[config.mk]
export PLATFORM = sky130hd
export DESIGN_NAME = led_manual_control
export DESIGN_NICKNAME = d
export VERILOG_FILES = /design/src/rtl/led_ctrl_pkg.sv /design/src/rtl/led_sync2.sv /design/src/rtl/led_blink_gen.sv /design/src/rtl/led_manual_control.sv
export SDC_FILE = /design/constraint.sdc
export NUM_CORES = 1
export LEC_CHECK = 0
export BUFFER_PORTS_ARGS = -buffer_cell sky130_fd_sc_hd__buf_2
export CORE_MARGIN = 1
export CORE_UTILIZATION = 53
export CTS_CLUSTER_DIAMETER = 40
export DETAILED_ROUTE_END_ITERATION = 8
export PLACE_DENSITY_LB_ADDON = 0.3
export SYNTH_ARGS = -nofsm -noshare
export SYNTH_HDL_FRONTEND = slang
export SYNTH_HIERARCHICAL = 1
export SYNTH_SLANG_ARGS = --single-unit
[constraint.sdc]
create_clock -name core_clk -period 4.1 [get_ports core_clk]
set_clock_uncertainty 0.05 [all_clocks]
set_input_delay 1.025 -clock core_clk [delete_from_list [all_inputs] [get_ports core_clk]]
set_output_delay 1.025 -clock core_clk [all_outputs]
set_load 0.005 [all_outputs]
[src/rtl/led_ctrl_pkg.sv]
/*
  Constants for the LED manual control block: register offset, field
  positions, blink rate reset value and blink timing.
  Assumes a 20 MHz core clock.
*/
package led_ctrl_pkg;

  localparam int unsigned CLK_HZ         = 20_000_000;
  localparam int unsigned ADDR_W         = 5;
  localparam int unsigned DATA_W         = 16;
  localparam logic [4:0]  LED_CTRL_ADDR  = 5'h18;

  localparam int unsigned RATE_HI        = 10;
  localparam int unsigned RATE_LO        = 9;
  localparam int unsigned POL_SPEED      = 8;
  localparam int unsigned POL_LINK       = 7;
  localparam int unsigned POL_ACT        = 6;
  localparam int unsigned OVR_SPEED      = 5;
  localparam int unsigned OVR_LINK       = 4;
  localparam int unsigned OVR_ACT        = 3;
  localparam int unsigned VAL_SPEED      = 2;
  localparam int unsigned VAL_LINK       = 1;
  localparam int unsigned VAL_ACT        = 0;

  localparam logic [1:0]  RATE_RESET     = 2'h2;

  localparam int unsigned RATE0_MS       = 50;
  localparam int unsigned RATE1_MS       = 100;
  localparam int unsigned RATE2_MS       = 200;
  localparam int unsigned RATE3_MS       = 500;

  localparam int unsigned TICK_HZ        = 1000;
  localparam int unsigned TICK_CYCLES    = CLK_HZ / TICK_HZ;
  localparam int unsigned TICK_W         = 15;
  localparam int unsigned MS_W           = 9;

  localparam logic [TICK_W-1:0] TICK_LAST = TICK_W'(TICK_CYCLES - 1);
  localparam logic [MS_W-1:0]   RATE0_LAST = MS_W'(RATE0_MS - 1);
  localparam logic [MS_W-1:0]   RATE1_LAST = MS_W'(RATE1_MS - 1);
  localparam logic [MS_W-1:0]   RATE2_LAST = MS_W'(RATE2_MS - 1);
  localparam logic [MS_W-1:0]   RATE3_LAST = MS_W'(RATE3_MS - 1);

endpackage

[src/rtl/led_sync2.sv]
/*
  Two flip-flop synchroniser for a bundle of slow pin levels.
  Assumes inputs are quasi-static or asynchronous to the clock.
*/
`timescale 1ns/100ps
`default_nettype none
module led_sync2 #(
  parameter int unsigned WIDTH = 1
) (
  input  wire logic             core_clk,  // Core clock
  input  wire logic             sys_rst,   // Async reset, high
  input  wire logic [WIDTH-1:0] async_in,  // Pin levels
  output logic      [WIDTH-1:0] sync_out   // Synchronised levels
);

  typedef struct packed {
    logic [WIDTH-1:0] meta;
    logic [WIDTH-1:0] sync;
  } sync_state_t;

  sync_state_t s_q;
  sync_state_t s_d;

  always_comb
  begin
    s_d.meta = async_in;
    s_d.sync = s_q.meta;
  end

  always_ff @(posedge core_clk or posedge sys_rst)
  begin
    if (sys_rst)
    begin
      s_q <= '0;
    end
    else
    begin
      s_q <= s_d;
    end
  end

  assign sync_out = s_q.sync;

endmodule
`default_nettype wire

[src/rtl/led_blink_gen.sv]
/*
  Blink square wave generator. A 1 ms tick enable is derived from the
  core clock; the phase toggles every selected number of milliseconds.
  Assumes a 20 MHz core clock.
*/
`timescale 1ns/100ps
`default_nettype none
module led_blink_gen (
  input  wire logic       core_clk,    // Core clock
  input  wire logic       sys_rst,     // Async reset, high
  input  wire logic [1:0] rate_sel,    // Blink rate code
  output logic            blink_phase  // Blink square wave
);

  typedef struct packed {
    logic [led_ctrl_pkg::TICK_W-1:0] tick_cnt;
    logic [led_ctrl_pkg::MS_W-1:0]   ms_cnt;
    logic                            phase;
  } blink_state_t;

  blink_state_t s_q;
  blink_state_t s_d;
  logic [led_ctrl_pkg::MS_W-1:0] ms_last;

  always_comb
  begin
    case (rate_sel)
      2'h0:    ms_last = led_ctrl_pkg::RATE0_LAST;
      2'h1:    ms_last = led_ctrl_pkg::RATE1_LAST;
      2'h2:    ms_last = led_ctrl_pkg::RATE2_LAST;
      default: ms_last = led_ctrl_pkg::RATE3_LAST;
    endcase
  end

  always_comb
  begin
    s_d = s_q;
    if (s_q.tick_cnt == led_ctrl_pkg::TICK_LAST)
    begin
      s_d.tick_cnt = '0;
      // A rate change to a shorter period ends the current phase at the next tick if the count already reached its end.
      if (s_q.ms_cnt >= ms_last)
      begin
        s_d.ms_cnt = '0;
        s_d.phase  = ~s_q.phase;
      end
      else
      begin
        s_d.ms_cnt = s_q.ms_cnt + 1'b1;
      end
    end
    else
    begin
      s_d.tick_cnt = s_q.tick_cnt + 1'b1;
    end
  end

  always_ff @(posedge core_clk or posedge sys_rst)
  begin
    if (sys_rst)
    begin
      s_q <= '0;
    end
    else
    begin
      s_q <= s_d;
    end
  end

  assign blink_phase = s_q.phase;

endmodule
`default_nettype wire

[src/rtl/led_manual_control.sv]
/*
  LED manual control register and LED pin drive for speed, link and
  activity indicators, with blink rate, strapped polarity and override.
  Assumes status inputs are on core_clk; strap pins are asynchronous.
*/
// Function
// - Bits 15:11 ignore writes, read zero
// - Rate code selects 50/100/200/500 ms blink
// - Blink rate resets to code 10
// - Speed polarity from strap, software overrides
// - Link polarity from strap, software overrides
// - Activity polarity from strap, software overrides
// - Speed override drives stored speed value
// - Link override drives stored link value
// - Activity override drives stored activity value
// - Three forced values, reset to zero
`timescale 1ns/100ps
`default_nettype none
module led_manual_control (
  input  wire logic                              core_clk,               // Core clock
  input  wire logic                              sys_rst,                // Async reset, high
  input  wire logic [led_ctrl_pkg::ADDR_W-1:0]   reg_addr,               // Register address
  input  wire logic [led_ctrl_pkg::DATA_W-1:0]   reg_wdata,              // Write data
  input  wire logic                              reg_wr,                 // Write strobe
  input  wire logic                              reg_rd,                 // Read strobe
  output logic      [led_ctrl_pkg::DATA_W-1:0]   reg_rdata,              // Read data
  input  wire logic [2:0]                        strap_pol,              // Straps: speed,link,act
  input  wire logic                              speed_100,              // Speed is 100 Mb/s
  input  wire logic                              link_up,                // Link is good
  input  wire logic                              activity,               // Activity seen
  input  wire logic                              blink_enable,           // Link LED blinks on act
  output logic                                   speed_indicator_pin,    // Speed LED pin
  output logic                                   link_indicator_pin,     // Link LED pin
  output logic                                   activity_indicator_pin  // Activity LED pin
);

  typedef struct packed {
    logic [1:0]                    rate;
    logic [2:0]                    pol;
    logic [2:0]                    ovr;
    logic [2:0]                    val;
    logic                          strap_armed;
    logic [1:0]                    strap_ready;
    logic [led_ctrl_pkg::DATA_W-1:0] rdata;
    logic [2:0]                    pins;
  } ctrl_state_t;

  ctrl_state_t s_q;
  ctrl_state_t s_d;
  logic [2:0] strap_sync;
  logic       blink_phase;
  logic [2:0] normal_on;
  logic [2:0] logical_on;

  led_sync2 #(
    .WIDTH (3)
  ) u_strap_sync (
    .core_clk (core_clk),
    .sys_rst  (sys_rst),
    .async_in (strap_pol),
    .sync_out (strap_sync)
  );

  led_blink_gen u_blink (
    .core_clk    (core_clk),
    .sys_rst     (sys_rst),
    .rate_sel    (s_q.rate),
    .blink_phase (blink_phase)
  );

  function automatic logic [led_ctrl_pkg::DATA_W-1:0] pack_reg(input ctrl_state_t s);
    logic [led_ctrl_pkg::DATA_W-1:0] r;
    r = '0;
    r[led_ctrl_pkg::RATE_HI:led_ctrl_pkg::RATE_LO] = s.rate;
    r[led_ctrl_pkg::POL_SPEED]                     = s.pol[2];
    r[led_ctrl_pkg::POL_LINK]                      = s.pol[1];
    r[led_ctrl_pkg::POL_ACT]                       = s.pol[0];
    r[led_ctrl_pkg::OVR_SPEED]                     = s.ovr[2];
    r[led_ctrl_pkg::OVR_LINK]                      = s.ovr[1];
    r[led_ctrl_pkg::OVR_ACT]                       = s.ovr[0];
    r[led_ctrl_pkg::VAL_SPEED]                     = s.val[2];
    r[led_ctrl_pkg::VAL_LINK]                      = s.val[1];
    r[led_ctrl_pkg::VAL_ACT]                       = s.val[0];
    return r;
  endfunction

  always_comb
  begin
    normal_on[2] = link_up & speed_100;
    normal_on[1] = blink_enable ? (link_up & ~(activity & blink_phase)) : link_up;
    normal_on[0] = activity & blink_phase;
  end

  genvar g;
  generate
    for (g = 0; g < 3; g++)
    begin : g_led
      // Override picks the stored value, else the normal indication.
      assign logical_on[g] = s_q.ovr[g] ? s_q.val[g] : normal_on[g];
    end
  endgenerate

  always_comb
  begin
    s_d       = s_q;
    s_d.rdata = '0;
    s_d.strap_ready = {s_q.strap_ready[0], 1'b1};
    // Straps are caught once, on the third edge after release, when both
    // synchroniser stages hold the pin level rather than their reset zero.
    if (!s_q.strap_armed && s_q.strap_ready[1])
    begin
      s_d.pol         = strap_sync;
      s_d.strap_armed = 1'b1;
    end
    if (reg_wr && reg_addr == led_ctrl_pkg::LED_CTRL_ADDR)
    begin
      s_d.rate   = reg_wdata[led_ctrl_pkg::RATE_HI:led_ctrl_pkg::RATE_LO];
      s_d.pol[2] = reg_wdata[led_ctrl_pkg::POL_SPEED];
      s_d.pol[1] = reg_wdata[led_ctrl_pkg::POL_LINK];
      s_d.pol[0] = reg_wdata[led_ctrl_pkg::POL_ACT];
      s_d.ovr[2] = reg_wdata[led_ctrl_pkg::OVR_SPEED];
      s_d.ovr[1] = reg_wdata[led_ctrl_pkg::OVR_LINK];
      s_d.ovr[0] = reg_wdata[led_ctrl_pkg::OVR_ACT];
      s_d.val[2] = reg_wdata[led_ctrl_pkg::VAL_SPEED];
      s_d.val[1] = reg_wdata[led_ctrl_pkg::VAL_LINK];
      s_d.val[0] = reg_wdata[led_ctrl_pkg::VAL_ACT];
    end
    if (reg_rd)
    begin
      if (reg_addr == led_ctrl_pkg::LED_CTRL_ADDR)
      begin
        s_d.rdata = pack_reg(s_q);
      end
      else
      begin
        s_d.rdata = '0;
      end
    end
    // Active high shows the state as is; active low inverts it.
    s_d.pins = ~(logical_on ^ s_q.pol);
  end

  always_ff @(posedge core_clk or posedge sys_rst)
  begin
    if (sys_rst)
    begin
      s_q      <= '0;
      s_q.rate <= led_ctrl_pkg::RATE_RESET;
      s_q.pins <= 3'h7;
    end
    else
    begin
      s_q <= s_d;
    end
  end

  assign reg_rdata              = s_q.rdata;
  assign speed_indicator_pin    = s_q.pins[2];
  assign link_indicator_pin     = s_q.pins[1];
  assign activity_indicator_pin = s_q.pins[0];

endmodule
`default_nettype wire

# After elaboration in Yosys (flattened, before gate mapping)
# Index checks and enable logic that the tools add are counted.
[op_classes] bitwise_logic=7 add_sub_neg=2 eq_ne=4 reduce_logical=6 magnitude_cmp=1 muxes=11
[ops] operator="$pmux W9 S3" count=1
[ops] operator="$mux W11" count=2
[ops] operator="$mux W9" count=2
[ops] operator="$add A15 B1 Y15 const B" count=1
[ops] operator="$eq A15 B15 Y1 const B" count=1
[ops] operator="$mux W15" count=1
[ops] operator="$add A9 B1 Y9 const B" count=1
[ops] operator="$ge A9 B9 Y1" count=1
[ops] operator="$eq A5 B5 Y1 const B" count=1
[ops] operator="$mux W1" count=4
[ops] operator="$and A1 B1 Y1" count=3
[ops] operator="$mux W3" count=1
[ops] operator="$not A3 Y3" count=1
[ops] operator="$xor A3 B3 Y3" count=1
[ops] operator="$eq A2 B1 Y1 const B" count=1
[ops] operator="$eq A2 B2 Y1 const B" count=1
[ops] operator="$logic_and A1 B1 Y1" count=2
[ops] operator="$logic_not A2 Y1" count=1
[ops] operator="$not A1 Y1" count=2
[ops] operator="$reduce_and A2 Y1" count=1
[ops] operator="$reduce_bool A2 Y1" count=1
[ops] operator="$logic_not A1 Y1" count=1
[word_totals] out_inout_bits=19 reg_bits=64 in_bits=32

# Logic depth before layout (Yosys ltp)
# Gate-level depths: netlist (run 1).
[depth] depth_word=7 mapped_depth=8 mapped_depth_nobuf=8

# Cells and area by module
# Netlist (run 1), hierarchy kept.
[modules_own_cells] mod="led_blink_gen" cells_per_inst=146 area_per_inst_um2=1462.7 n_inst=1 seq_area_each_um2=625.6
[modules_own_cells] mod="led_manual_control" cells_per_inst=93 area_per_inst_um2=1211.2 n_inst=1 seq_area_each_um2=705.7
[modules_own_cells] mod="led_sync2" cells_per_inst=7 area_per_inst_um2=153.9 n_inst=1 seq_area_each_um2=150.1

# Least setup slack after synthesis (run 1)
# No wires, ideal clock.
[synth_path] path_kind="flip-flop to flip-flop" startpoint="register s_q[32] (netlist name)" endpoint="register u_blink/s_q[1] in the netlist's numbering" t_arrival_ns=2.158 path_stages_with_launch=9 path_slack_ns=1.826 synth_period_minus_slack_ns=2.274 path_buffers=0 setup_ns=0.065 cell_sequence="dfstp_2 inv_1 ha_1 ha_1 a21o_1 a2111oi_4 o311ai_4 or3_1 nand2_1"
[synth_rtl] element="to (signal assigned)" line="led_blink_gen.sv:62" rtl="s_q <= '0;"
[synth_rtl] element="to (signal assigned)" line="led_blink_gen.sv:66" rtl="s_q <= s_d;"
[synth_rtl] element="to (decl)" line="led_blink_gen.sv:21" rtl="blink_state_t s_q;"

# Final worst setup path (run 1)
[layout_path] startpoint="register u_blink/s_q[10] in the netlist's numbering" endpoint="register u_blink/s_q[7] in the netlist's numbering"
[layout_between] elab_chain_cells=1
[layout_rtl] element="$eq A15 B15 Y1" line="led_blink_gen.sv:38" rtl="if (s_q.tick_cnt == led_ctrl_pkg::TICK_LAST)"
# Every way passes these cells.
# A chain may end at the register's enable or synchronous reset.

==> results_tabular.tex, run 1 <==
\begin{tabular}{lr}
\hline
Metric & Value \\
\hline
\multicolumn{2}{l}{\textbf{Placed design}} \\
\quad HPWL after detailed placement & 3.13 mm \\
\quad Routability cong. & 0.736 \\
\quad Number of I/O port buffers & 40 \\
\quad Post-Place Cell Area & about 3000 µm² \\
\multicolumn{2}{l}{\textbf{Power}} \\
\quad Switching portion of total power & a little under a quarter \\
\quad Worst-case vdd ir drop & between 0.2 and 0.3 mV \\
\quad Power density over the cells & 427 nW/µm² \\
\quad Sw power & $\sim$310 µW \\
\quad Power share of the combinational group & under 10\% \\
\quad Proportion of power drawn by the clock network & between 40\% and 50\% \\
\quad Static leakage & between 0.0015 and 0.002 µW \\
\quad Sequential group share of total power & around 47\% \\
\quad Int Pwr & between 1000 and 1500 µW \\
\multicolumn{2}{l}{\textbf{Setup path}} \\
\quad Startpoint class of the critical path & flip-flop \\
\quad Peak fanout along the critical path & 18 \\
\quad Crit path arrival time & 2730 ps \\
\quad Required time at the worst-slack endpoint & 4330 ps \\
\quad Kind of end point of the critical path & flip-flop \\
\quad Setup CP Type & reg2reg \\
\multicolumn{2}{l}{\textbf{Synth}} \\
\quad Number of distinct library cells after synthesis & 41 \\
\quad Register bit count reported by yosys & between 50 and 60 \\
\quad Synth warnings & 6 \\
\quad Share of async-settable or async-resettable flops after synthesis & 100\% \\
\quad Post-synthesis instance area & around 2800 µm² \\
\quad Share of the yosys chip area belonging to registers & a little over half \\
\quad Number of flops mapped to enable cells by yosys & 0 \\
\quad Mean post-synth cell area & 11.5 µm² \\
\quad Main synth FF type & sky130\_fd\_sc\_hd\_\_dfrtp\_1 \\
\quad Post-Synthesis Cells & 246 \\
\multicolumn{2}{l}{\textbf{GRT}} \\
\quad Total routing resource utilization after global routing & around 18\% \\
\quad Gr ovfl total & 0 \\
\quad Vias in the first global route & about 1,600 \\
\quad Antenna violations before repair & 0 \\
\quad Maximum number of pins on one net before global-route repair & 29 \\
\quad First-pass GRT wire length & 7.40 mm \\
\multicolumn{2}{l}{\textbf{Routing}} \\
\quad Routed wire length per instance & roughly 13 µm \\
\quad Total Routed Length & about 4.7 mm \\
\quad Violation count after the first detailed-routing iteration & 82 \\
\quad Number of nets with antenna violations after detailed routing & 0 \\
\quad DRC violations left & 0 \\
\quad Via density & $\sim$5 \\
\quad Via count & 1,808 \\
\quad DRT Pass-1 Iters & 4 \\
\multicolumn{2}{l}{\textbf{STA}} \\
\quad Setup TNS Final & 0 ps \\
\quad Final period util & 61.1\% \\
\quad Max Slew Vio Count & 0 \\
\quad Post-layout min period & roughly 2500 ps \\
\quad RSZ-0062 raised after global routing & false \\
\quad Transition time at the pin with the least slew margin & $\sim$1000 ps \\
\quad Fmax & around 0.40 GHz \\
\quad Worst hold slack after final layout & approximately 300 ps \\
\quad Final Hold Fails & 0 \\
\quad Final setup violation count & 0 \\
\quad Relative slew slack & 31.8\% \\
\multicolumn{2}{l}{\textbf{Floorplan}} \\
\quad Die Y & $\sim$75 µm \\
\quad Floorplan die width & roughly 75 µm \\
\quad Area inside the core boundary & 5110 µm² \\
\quad Row cnt & 26 \\
\quad I/O pin count & 51 \\
\quad Area enclosed by the die boundary & 5630 µm² \\
\quad Initial core utilization & a little under three fifths \\
\multicolumn{2}{l}{\textbf{Min path}} \\
\quad Worst hold path class & reg2reg \\
\multicolumn{2}{l}{\textbf{Cells and area}} \\
\quad Final Net Count & between 300 and 400 \\
\quad Most common library cell in the layout ignoring fill and taps & sky130\_fd\_sc\_hd\_\_dfrtp\_1 \\
\quad Final std cell area, no fill & 3220 µm² \\
\quad Signed area change from the synthesized netlist to the final layout & 13.8\% \\
\quad Filler Cells Inserted & 408 \\
\quad Seq. cell area & $\sim$1500 µm² \\
\quad ANT cells & 0 \\
\quad Commonest cells after routing, fill and taps aside & 55 x sky130\_fd\_sc\_hd\_\_dfrtp\_1, 40 x sky130\_fd\_sc\_hd\_\_buf\_2, 25 x sky130\_fd\_sc\_hd\_\_nand2\_1 \\
\quad Area of the multi-input gates & around 1200 µm² \\
\quad Share of final-layout standard cells stronger than drive strength 1 & between 20\% and 30\% \\
\multicolumn{2}{l}{\textbf{CTS}} \\
\quad Hold bufs inserted after CTS & 0 \\
\quad Setup Buffers After CTS & 0 \\
\quad Post-CTS clock slew at the launch and capture registers of the worst setup and hold paths & around 70 ps \\
\quad Root buffer selected by CTS & sky130\_fd\_sc\_hd\_\_clkbuf\_8 \\
\quad TritonCTS clock tree & yes \\
\quad CTS sink cnt & 59 \\
\quad Max Buffers Root-to-Sink & 2 \\
\quad Cts repair resizes & 0 \\
\quad Clock Latency Late Sink & around 340 ps \\
\quad Number of H-tree levels & 3 \\
\quad Inserted Clock Buffers & 9 \\
\multicolumn{2}{l}{\textbf{Run}} \\
\quad Total of max-cap violations & 0 \\
\multicolumn{2}{l}{\textbf{Status}} \\
\quad Run status & completed \\
\hline
\end{tabular}
==> cell families after synthesis <==
family | synth area share, %
AND/OR/NAND/NOR | 17.2
flip-flops | 52.4
AO/OA/AOI/OAI | 7.96
buffers and inverters | 6.50
XOR/XNOR | 4.34
multiplexers | 5.58
adder cells (fa/ha/maj) | 5.75
other | 0.266
==> routing by layer <==
layer  GRT usage (%)  part of all wire (%)  up-vias
met4            10.1                   2.3        0
met3            6.02                   4.7       10
met5               0                     0        -
li1                -                     -      901
met2            25.5                    43       49
met1            25.5                    50      848
==> synthesized netlist by cell type, types with 2 or more instances <==
| master | number | share of area [%] |
|---|---|---|
| sky130_fd_sc_hd__nor2b_1 | 2 | 0.44 |
| sky130_fd_sc_hd__buf_4 | 16 | 4.2 |
| sky130_fd_sc_hd__nand2_1 | 25 | 3.3 |
| sky130_fd_sc_hd__o21ai_1 | 3 | 0.53 |
| sky130_fd_sc_hd__dfstp_2 | 4 | 3.7 |
| sky130_fd_sc_hd__mux2_2 | 14 | 5.6 |
| sky130_fd_sc_hd__nor4_1 | 2 | 0.44 |
| sky130_fd_sc_hd__nand3_1 | 7 | 1.2 |
| sky130_fd_sc_hd__nand4_1 | 8 | 1.8 |
| sky130_fd_sc_hd__o21ai_0 | 5 | 0.88 |
| sky130_fd_sc_hd__nor2_1 | 6 | 0.80 |
| sky130_fd_sc_hd__and3_1 | 2 | 0.44 |
| sky130_fd_sc_hd__dfrtp_1 | 55 | 49 |
| sky130_fd_sc_hd__a21oi_1 | 9 | 1.6 |
| sky130_fd_sc_hd__xnor2_1 | 8 | 2.5 |
| sky130_fd_sc_hd__or3_1 | 8 | 1.8 |
| sky130_fd_sc_hd__ha_1 | 13 | 5.8 |
| sky130_fd_sc_hd__inv_1 | 9 | 1.2 |
| sky130_fd_sc_hd__nand4bb_1 | 2 | 0.80 |
| sky130_fd_sc_hd__buf_2 | 2 | 0.35 |
| sky130_fd_sc_hd__and2_1 | 13 | 2.9 |
| sky130_fd_sc_hd__a21o_1 | 8 | 2.1 |
| sky130_fd_sc_hd__xor2_1 | 6 | 1.9 |
| sky130_fd_sc_hd__conb_1 | 2 | 0.27 |
==> final timing paths <==
check                                               from                                 end  slack, ps  cells after the start
setup reg to reg               u_blink/s_q[10]$_DFF_PP0_          u_blink/s_q[7]$_DFFE_PP0N_       1590                      6
max in group asynchronous                        sys_rst              reg_rdata[2]$_DFF_PP0_       2490                      2
setup / recovery               u_blink/s_q[10]$_DFF_PP0_          u_blink/s_q[7]$_DFFE_PP0N_       1590                      6
hold / removal             u_strap_sync/s_d[1]$_DFF_PP0_  u_strap_sync/sync_out[1]$_DFF_PP0_        300                      0
min in group asynchronous                        sys_rst  u_strap_sync/sync_out[0]$_DFF_PP0_        540                      2
hold reg to reg            u_strap_sync/s_d[1]$_DFF_PP0_  u_strap_sync/sync_out[1]$_DFF_PP0_        300                      0
==> through the flow <==
stage	util, %	instances	power (µW)	worst slack, ps
2_1_floorplan	-	250	737	1830
3_3_place_gp	58.5	340	770	1590
3_5_place_dp	58.5	340	776	1570
4_1_cts	63.0	356	1390	1610
5_1_grt	63.0	356	1430	1450
6_report	63.0	356	1370	1590
==> power groups by stage <==
stage	logic [µW]	registers (µW)	clock network, µW
2_1_floorplan	80.6	656	0
3_3_place_gp	111	659	0
3_5_place_dp	116	660	0
4_1_cts	117	649	622
5_1_grt	132	654	645
6_report	115	649	610
==> final cells by class <==
class | instances | share of cell area [%]
Sequential cell | 59 | 46.1
Multi-Input combinational cell | 161 | 36.6
Timing Repair Buffer | 41 | 6.46
Clock buffer | 12 | 4.82
Tap cell | 70 | 2.72
Clock inverter | 4 | 2.29
Inverter | 9 | 1.05
==> critical path, stage by stage (launching register included) <==
cell	delay [ps]
sky130_fd_sc_hd__dfrtp_1	390
sky130_fd_sc_hd__ha_1	230
sky130_fd_sc_hd__and4_1	320
sky130_fd_sc_hd__nand4bb_1	620
sky130_fd_sc_hd__or3_1	590
sky130_fd_sc_hd__a21oi_1	150
sky130_fd_sc_hd__a21o_1	100
==> state kept, by name, indices dropped and copies added, names as in the netlist <==
name                    flops
speed_indicator_pin         1
link_indicator_pin          1
u_blink/s_q                24
s_d                         1
u_blink/blink_phase         1
u_strap_sync/sync_out       3
u_strap_sync/s_d            3
reg_rdata                  11
s_q                        13
activity_indicator_pin      1
Power figures use the tool's default switching activity.
==> run 2: changes to the inputs <==
--- a/config.mk
+++ b/config.mk
@@ -5,9 +5,10 @@
 export SDC_FILE = /design/constraint.sdc
 export NUM_CORES = 1
 export LEC_CHECK = 0
+export ABC_AREA = 1
 export BUFFER_PORTS_ARGS = -buffer_cell sky130_fd_sc_hd__buf_2
 export CORE_MARGIN = 1
-export CORE_UTILIZATION = 53
+export CORE_UTILIZATION = 51
 export CTS_CLUSTER_DIAMETER = 40
 export DETAILED_ROUTE_END_ITERATION = 8
 export PLACE_DENSITY_LB_ADDON = 0.3
==> constraint.sdc (replaced) <==
create_clock -name core_clk -period 2 [get_ports core_clk]
set_clock_uncertainty 0.05 [all_clocks]
set_input_delay 0.5 -clock core_clk [delete_from_list [all_inputs] [get_ports core_clk]]
set_output_delay 0.5 -clock core_clk [all_outputs]
set_load 0.005 [all_outputs]
==> results_tabular.tex, run 2 <==
\begin{tabular}{lr}
\hline
Metric & Value \\
\hline
\multicolumn{2}{l}{\textbf{Status}} \\
\quad Run status & completed \\
\multicolumn{2}{l}{\textbf{Synth}} \\
\quad Leading cell type by number of instances after synthesis & sky130\_fd\_sc\_hd\_\_nand2\_1 \\
\quad Area leader, netlist & sky130\_fd\_sc\_hd\_\_dfrtp\_1 \\
\quad Combinational family with the most area after synthesis & simple AND/OR/NAND/NOR gates \\
\quad Post-synthesis instance area & 3120 µm² \\
\quad Share of async-settable or async-resettable flops after synthesis & 100\% \\
\quad Share of synthesized area spent on multiplexers & 0\% \\
\quad Synth warnings & 6 \\
\quad Share of the yosys chip area belonging to registers & a little under half \\
\quad Post-Synthesis Cells & roughly 380 \\
\quad Main synth FF type & sky130\_fd\_sc\_hd\_\_dfrtp\_1 \\
\quad Simple-gate portion of the synthesized area & 28.4\% \\
\quad Share of the synthesized area in the top cell type & $\sim$44\% \\
\quad Number of distinct library cells after synthesis & 29 \\
\quad Register bit count reported by yosys & a little under 60 \\
\quad Cells taking the most area after synthesis & sky130\_fd\_sc\_hd\_\_dfrtp\_1 44\%, sky130\_fd\_sc\_hd\_\_nand2\_1 12\%, sky130\_fd\_sc\_hd\_\_inv\_1 7.7\% \\
\quad Number of flops mapped to enable cells by yosys & 0 \\
\quad XOR/XNOR share of the synthesized area & 3.09\% \\
\quad Adder-cell share of the synthesized area & approximately 5.2\% \\
\quad Mean post-synth cell area & slightly above 8 µm² \\
\quad Synth Area in Compound Gates & about 2.3\% \\
\quad Commonest cells post-synth & 102 x sky130\_fd\_sc\_hd\_\_nand2\_1, 64 x sky130\_fd\_sc\_hd\_\_inv\_1, 55 x sky130\_fd\_sc\_hd\_\_dfrtp\_1 \\
\multicolumn{2}{l}{\textbf{CTS}} \\
\quad Root buffer selected by CTS & sky130\_fd\_sc\_hd\_\_clkbuf\_8 \\
\quad Post-CTS clock slew at the launch and capture registers of the worst setup and hold paths & about 70 ps \\
\quad Inserted Clock Buffers & 9 \\
\quad Clock Latency Late Sink & between 300 and 400 ps \\
\quad TritonCTS clock tree & yes \\
\quad Hold bufs inserted after CTS & 0 \\
\quad Max Buffers Root-to-Sink & 2 \\
\quad Number of H-tree levels & 3 \\
\quad CTS sink cnt & 59 \\
\multicolumn{2}{l}{\textbf{GRT}} \\
\quad Global Route met3 Usage & under 10\% \\
\quad Global route hottest layer & met2 \\
\quad Global Route met2 Usage & 35.1\% \\
\quad Gr ovfl total & 0 \\
\quad Vias in the first global route & approximately 2,400 \\
\quad Routing usage on met1 & approximately a quarter \\
\quad Total routing resource utilization after global routing & around a fifth \\
\quad Antenna violations before repair & 0 \\
\quad First-pass GRT wire length & around 10 mm \\
\quad Maximum number of pins on one net before global-route repair & 29 \\
\multicolumn{2}{l}{\textbf{Cells and area}} \\
\quad Most common library cell in the layout ignoring fill and taps & sky130\_fd\_sc\_hd\_\_nand2\_1 \\
\quad Final Net Count & roughly 470 \\
\quad Commonest cells after routing, fill and taps aside & 98 x sky130\_fd\_sc\_hd\_\_nand2\_1, 62 x sky130\_fd\_sc\_hd\_\_inv\_1, 55 x sky130\_fd\_sc\_hd\_\_dfrtp\_1 \\
\quad Signed area change from the synthesized netlist to the final layout & 17.6\% \\
\quad ANT cells & 0 \\
\quad Share of final-layout standard cells stronger than drive strength 1 & around a quarter \\
\quad Core occupancy in the finished layout & 62.0\% \\
\quad Post-Layout Cell Count & approximately 510 \\
\quad Most flops, register & u\_blink/s\_q \\
\quad Number of flip-flops under the largest register name & 24 \\
\quad Filler Cells Inserted & about 520 \\
\multicolumn{2}{l}{\textbf{Setup path}} \\
\quad Library cell contributing the largest single delay on the critical path & sky130\_fd\_sc\_hd\_\_dfstp\_2 \\
\quad Cell Chain, Critical Path & inv\_2 > ha\_4 > ha\_4 > inv\_1 > nor2\_2 > nand2\_2 > a21boi\_2 > nor2\_4 > nand3\_2 > nand2\_2 \\
\quad Setup CP Type & reg2reg \\
\quad Kind of end point of the critical path & flip-flop \\
\quad Required time at the worst-slack endpoint & around 2200 ps \\
\quad Largest delay contributor family on the critical path & flip-flops \\
\quad Peak fanout along the critical path & 8 \\
\quad Total buffers and inverters traversed by the critical path & 2 \\
\quad Slowest Stage Delay on Critical Path & 560 ps \\
\quad Crit path arrival time & roughly 2100 ps \\
\quad Startpoint class of the critical path & flip-flop \\
\multicolumn{2}{l}{\textbf{Floorplan}} \\
\quad Floorplan die width & roughly 80 µm \\
\quad Area inside the core boundary & slightly below 6000 µm² \\
\quad Initial core utilization & roughly 53\% \\
\quad I/O pin count & 51 \\
\quad Row cnt & 28 \\
\quad Area enclosed by the die boundary & $\sim$6400 µm² \\
\quad Die Y & about 80 µm \\
\multicolumn{2}{l}{\textbf{Routing}} \\
\quad Via density & just under 5 \\
\quad Total Routed Length & between 5 and 6 mm \\
\quad Via count & approximately 2,500 \\
\quad Violation count after the first detailed-routing iteration & $\sim$160 \\
\quad DRT Pass-1 Iters & 4 \\
\quad Routed wire length per instance & between 10 and 15 µm \\
\quad Number of nets with antenna violations after detailed routing & 0 \\
\quad DRC violations left & 0 \\
\multicolumn{2}{l}{\textbf{Placed design}} \\
\quad Number of I/O port buffers & 40 \\
\quad Routability cong. & about 0.8 \\
\quad HPWL after detailed placement & 4.34 mm \\
\quad Placed cells & about 490 \\
\multicolumn{2}{l}{\textbf{STA}} \\
\quad Post-layout min period & 1930 ps \\
\quad Max Slew Vio Count & 0 \\
\quad Setup TNS Final & 0 ps \\
\quad Final period util & 96.3\% \\
\quad Worst hold slack after final layout & 42.4 ps \\
\quad Final Hold Fails & 0 \\
\quad Fmax & 0.519 GHz \\
\quad RSZ-0062 raised after global routing & true \\
\quad Final setup violation count & 0 \\
\multicolumn{2}{l}{\textbf{Power}} \\
\quad Static leakage & a little over 0.002 µW \\
\quad Sum of internal, switching and leakage power & approximately 2800 µW \\
\quad Power density over the cells & roughly 760 nW/µm² \\
\quad Worst-case vdd ir drop & around 0.46 mV \\
\multicolumn{2}{l}{\textbf{Run}} \\
\quad Total of max-cap violations & 0 \\
\multicolumn{2}{l}{\textbf{Min path}} \\
\quad Worst hold path class & in2async \\
\hline
\end{tabular}
-- run 2: path summary, 6_finish.rpt --
kind,slack [ps],startpoint,cells after the start,to
setup / recovery,70,s_q[32]$_DFFE_PP1P_,10,u_blink/s_q[3]$_DFFE_PP0N_
hold / removal,40,sys_rst,2,u_strap_sync/s_d[2]$_DFF_PP0_
setup reg to reg,70,s_q[32]$_DFFE_PP1P_,10,u_blink/s_q[3]$_DFFE_PP0N_
hold reg to reg,300,u_strap_sync/s_d[0]$_DFF_PP0_,0,u_strap_sync/sync_out[0]$_DFF_PP0_
max in group asynchronous,1400,sys_rst,3,activity_indicator_pin$_DFF_PP1_
min in group core_clk,220,strap_pol[2],1,u_strap_sync/s_d[2]$_DFF_PP0_
-- run 2: cell type report --
type	count	area (µm²)	share of cell area (%)
Clock buffer	12	155	4.23
Timing Repair Buffer	53	298	8.11
Clock inverter	4	48.8	1.33
Sequential cell	59	1480	40.4
Multi-Input combinational cell	241	1350	36.8
Tap cell	75	93.8	2.56
Inverter	65	244	6.65
-- run 2: per-stage QoR --
step	area (µm²)	worst slack, ps
global route	3670	-34.4
global placement	3360	-75.3
finish	3670	73.7
detailed placement	3360	-111
CTS	3570	6.48
floorplan	3140	71.8
-- run 2: cells by family after synthesis --
family                   after synthesis
flip-flops                            59
AND/OR/NAND/NOR                      198
buffers and inverters                 86
AO/OA/AOI/OAI                         13
adder cells (fa/ha/maj)               13
XOR/XNOR                              11
other                                  2
-- run 2: worst register-to-register path: stages (launching register included) --
cell                       delay, ps
sky130_fd_sc_hd__dfstp_2         560
sky130_fd_sc_hd__inv_2            60
sky130_fd_sc_hd__ha_4            220
sky130_fd_sc_hd__ha_4            260
sky130_fd_sc_hd__inv_1            50
sky130_fd_sc_hd__nor2_2          130
sky130_fd_sc_hd__nand2_2          90
sky130_fd_sc_hd__a21boi_2        180
sky130_fd_sc_hd__nor2_4           90
sky130_fd_sc_hd__nand3_2          80
sky130_fd_sc_hd__nand2_2          50
-- run 2: report_power, final --
part	internal [µW]	leakage (µW)	total (µW)	switching, µW
logic	166	0.00118	360	194
registers	1290	0.000758	1330	43.5
clock network	642	0.000106	1100	462
total	2090	0.00204	2790	699
-- run 2: what timing repair did --
action | CTS | global route
setup endpoints to repair | 8 | 10
gates cloned | 0 | 0
pin swaps | 4 | 6
setup buffers | 0 | 1
resized for setup | 6 | 15
-- run 2: layer usage --
layer	share of wire (%)	up-vias
met1	46	1185
met2	50	36
li1	-	1250
met5	0	-
met3	2.9	9
met4	1.4	0
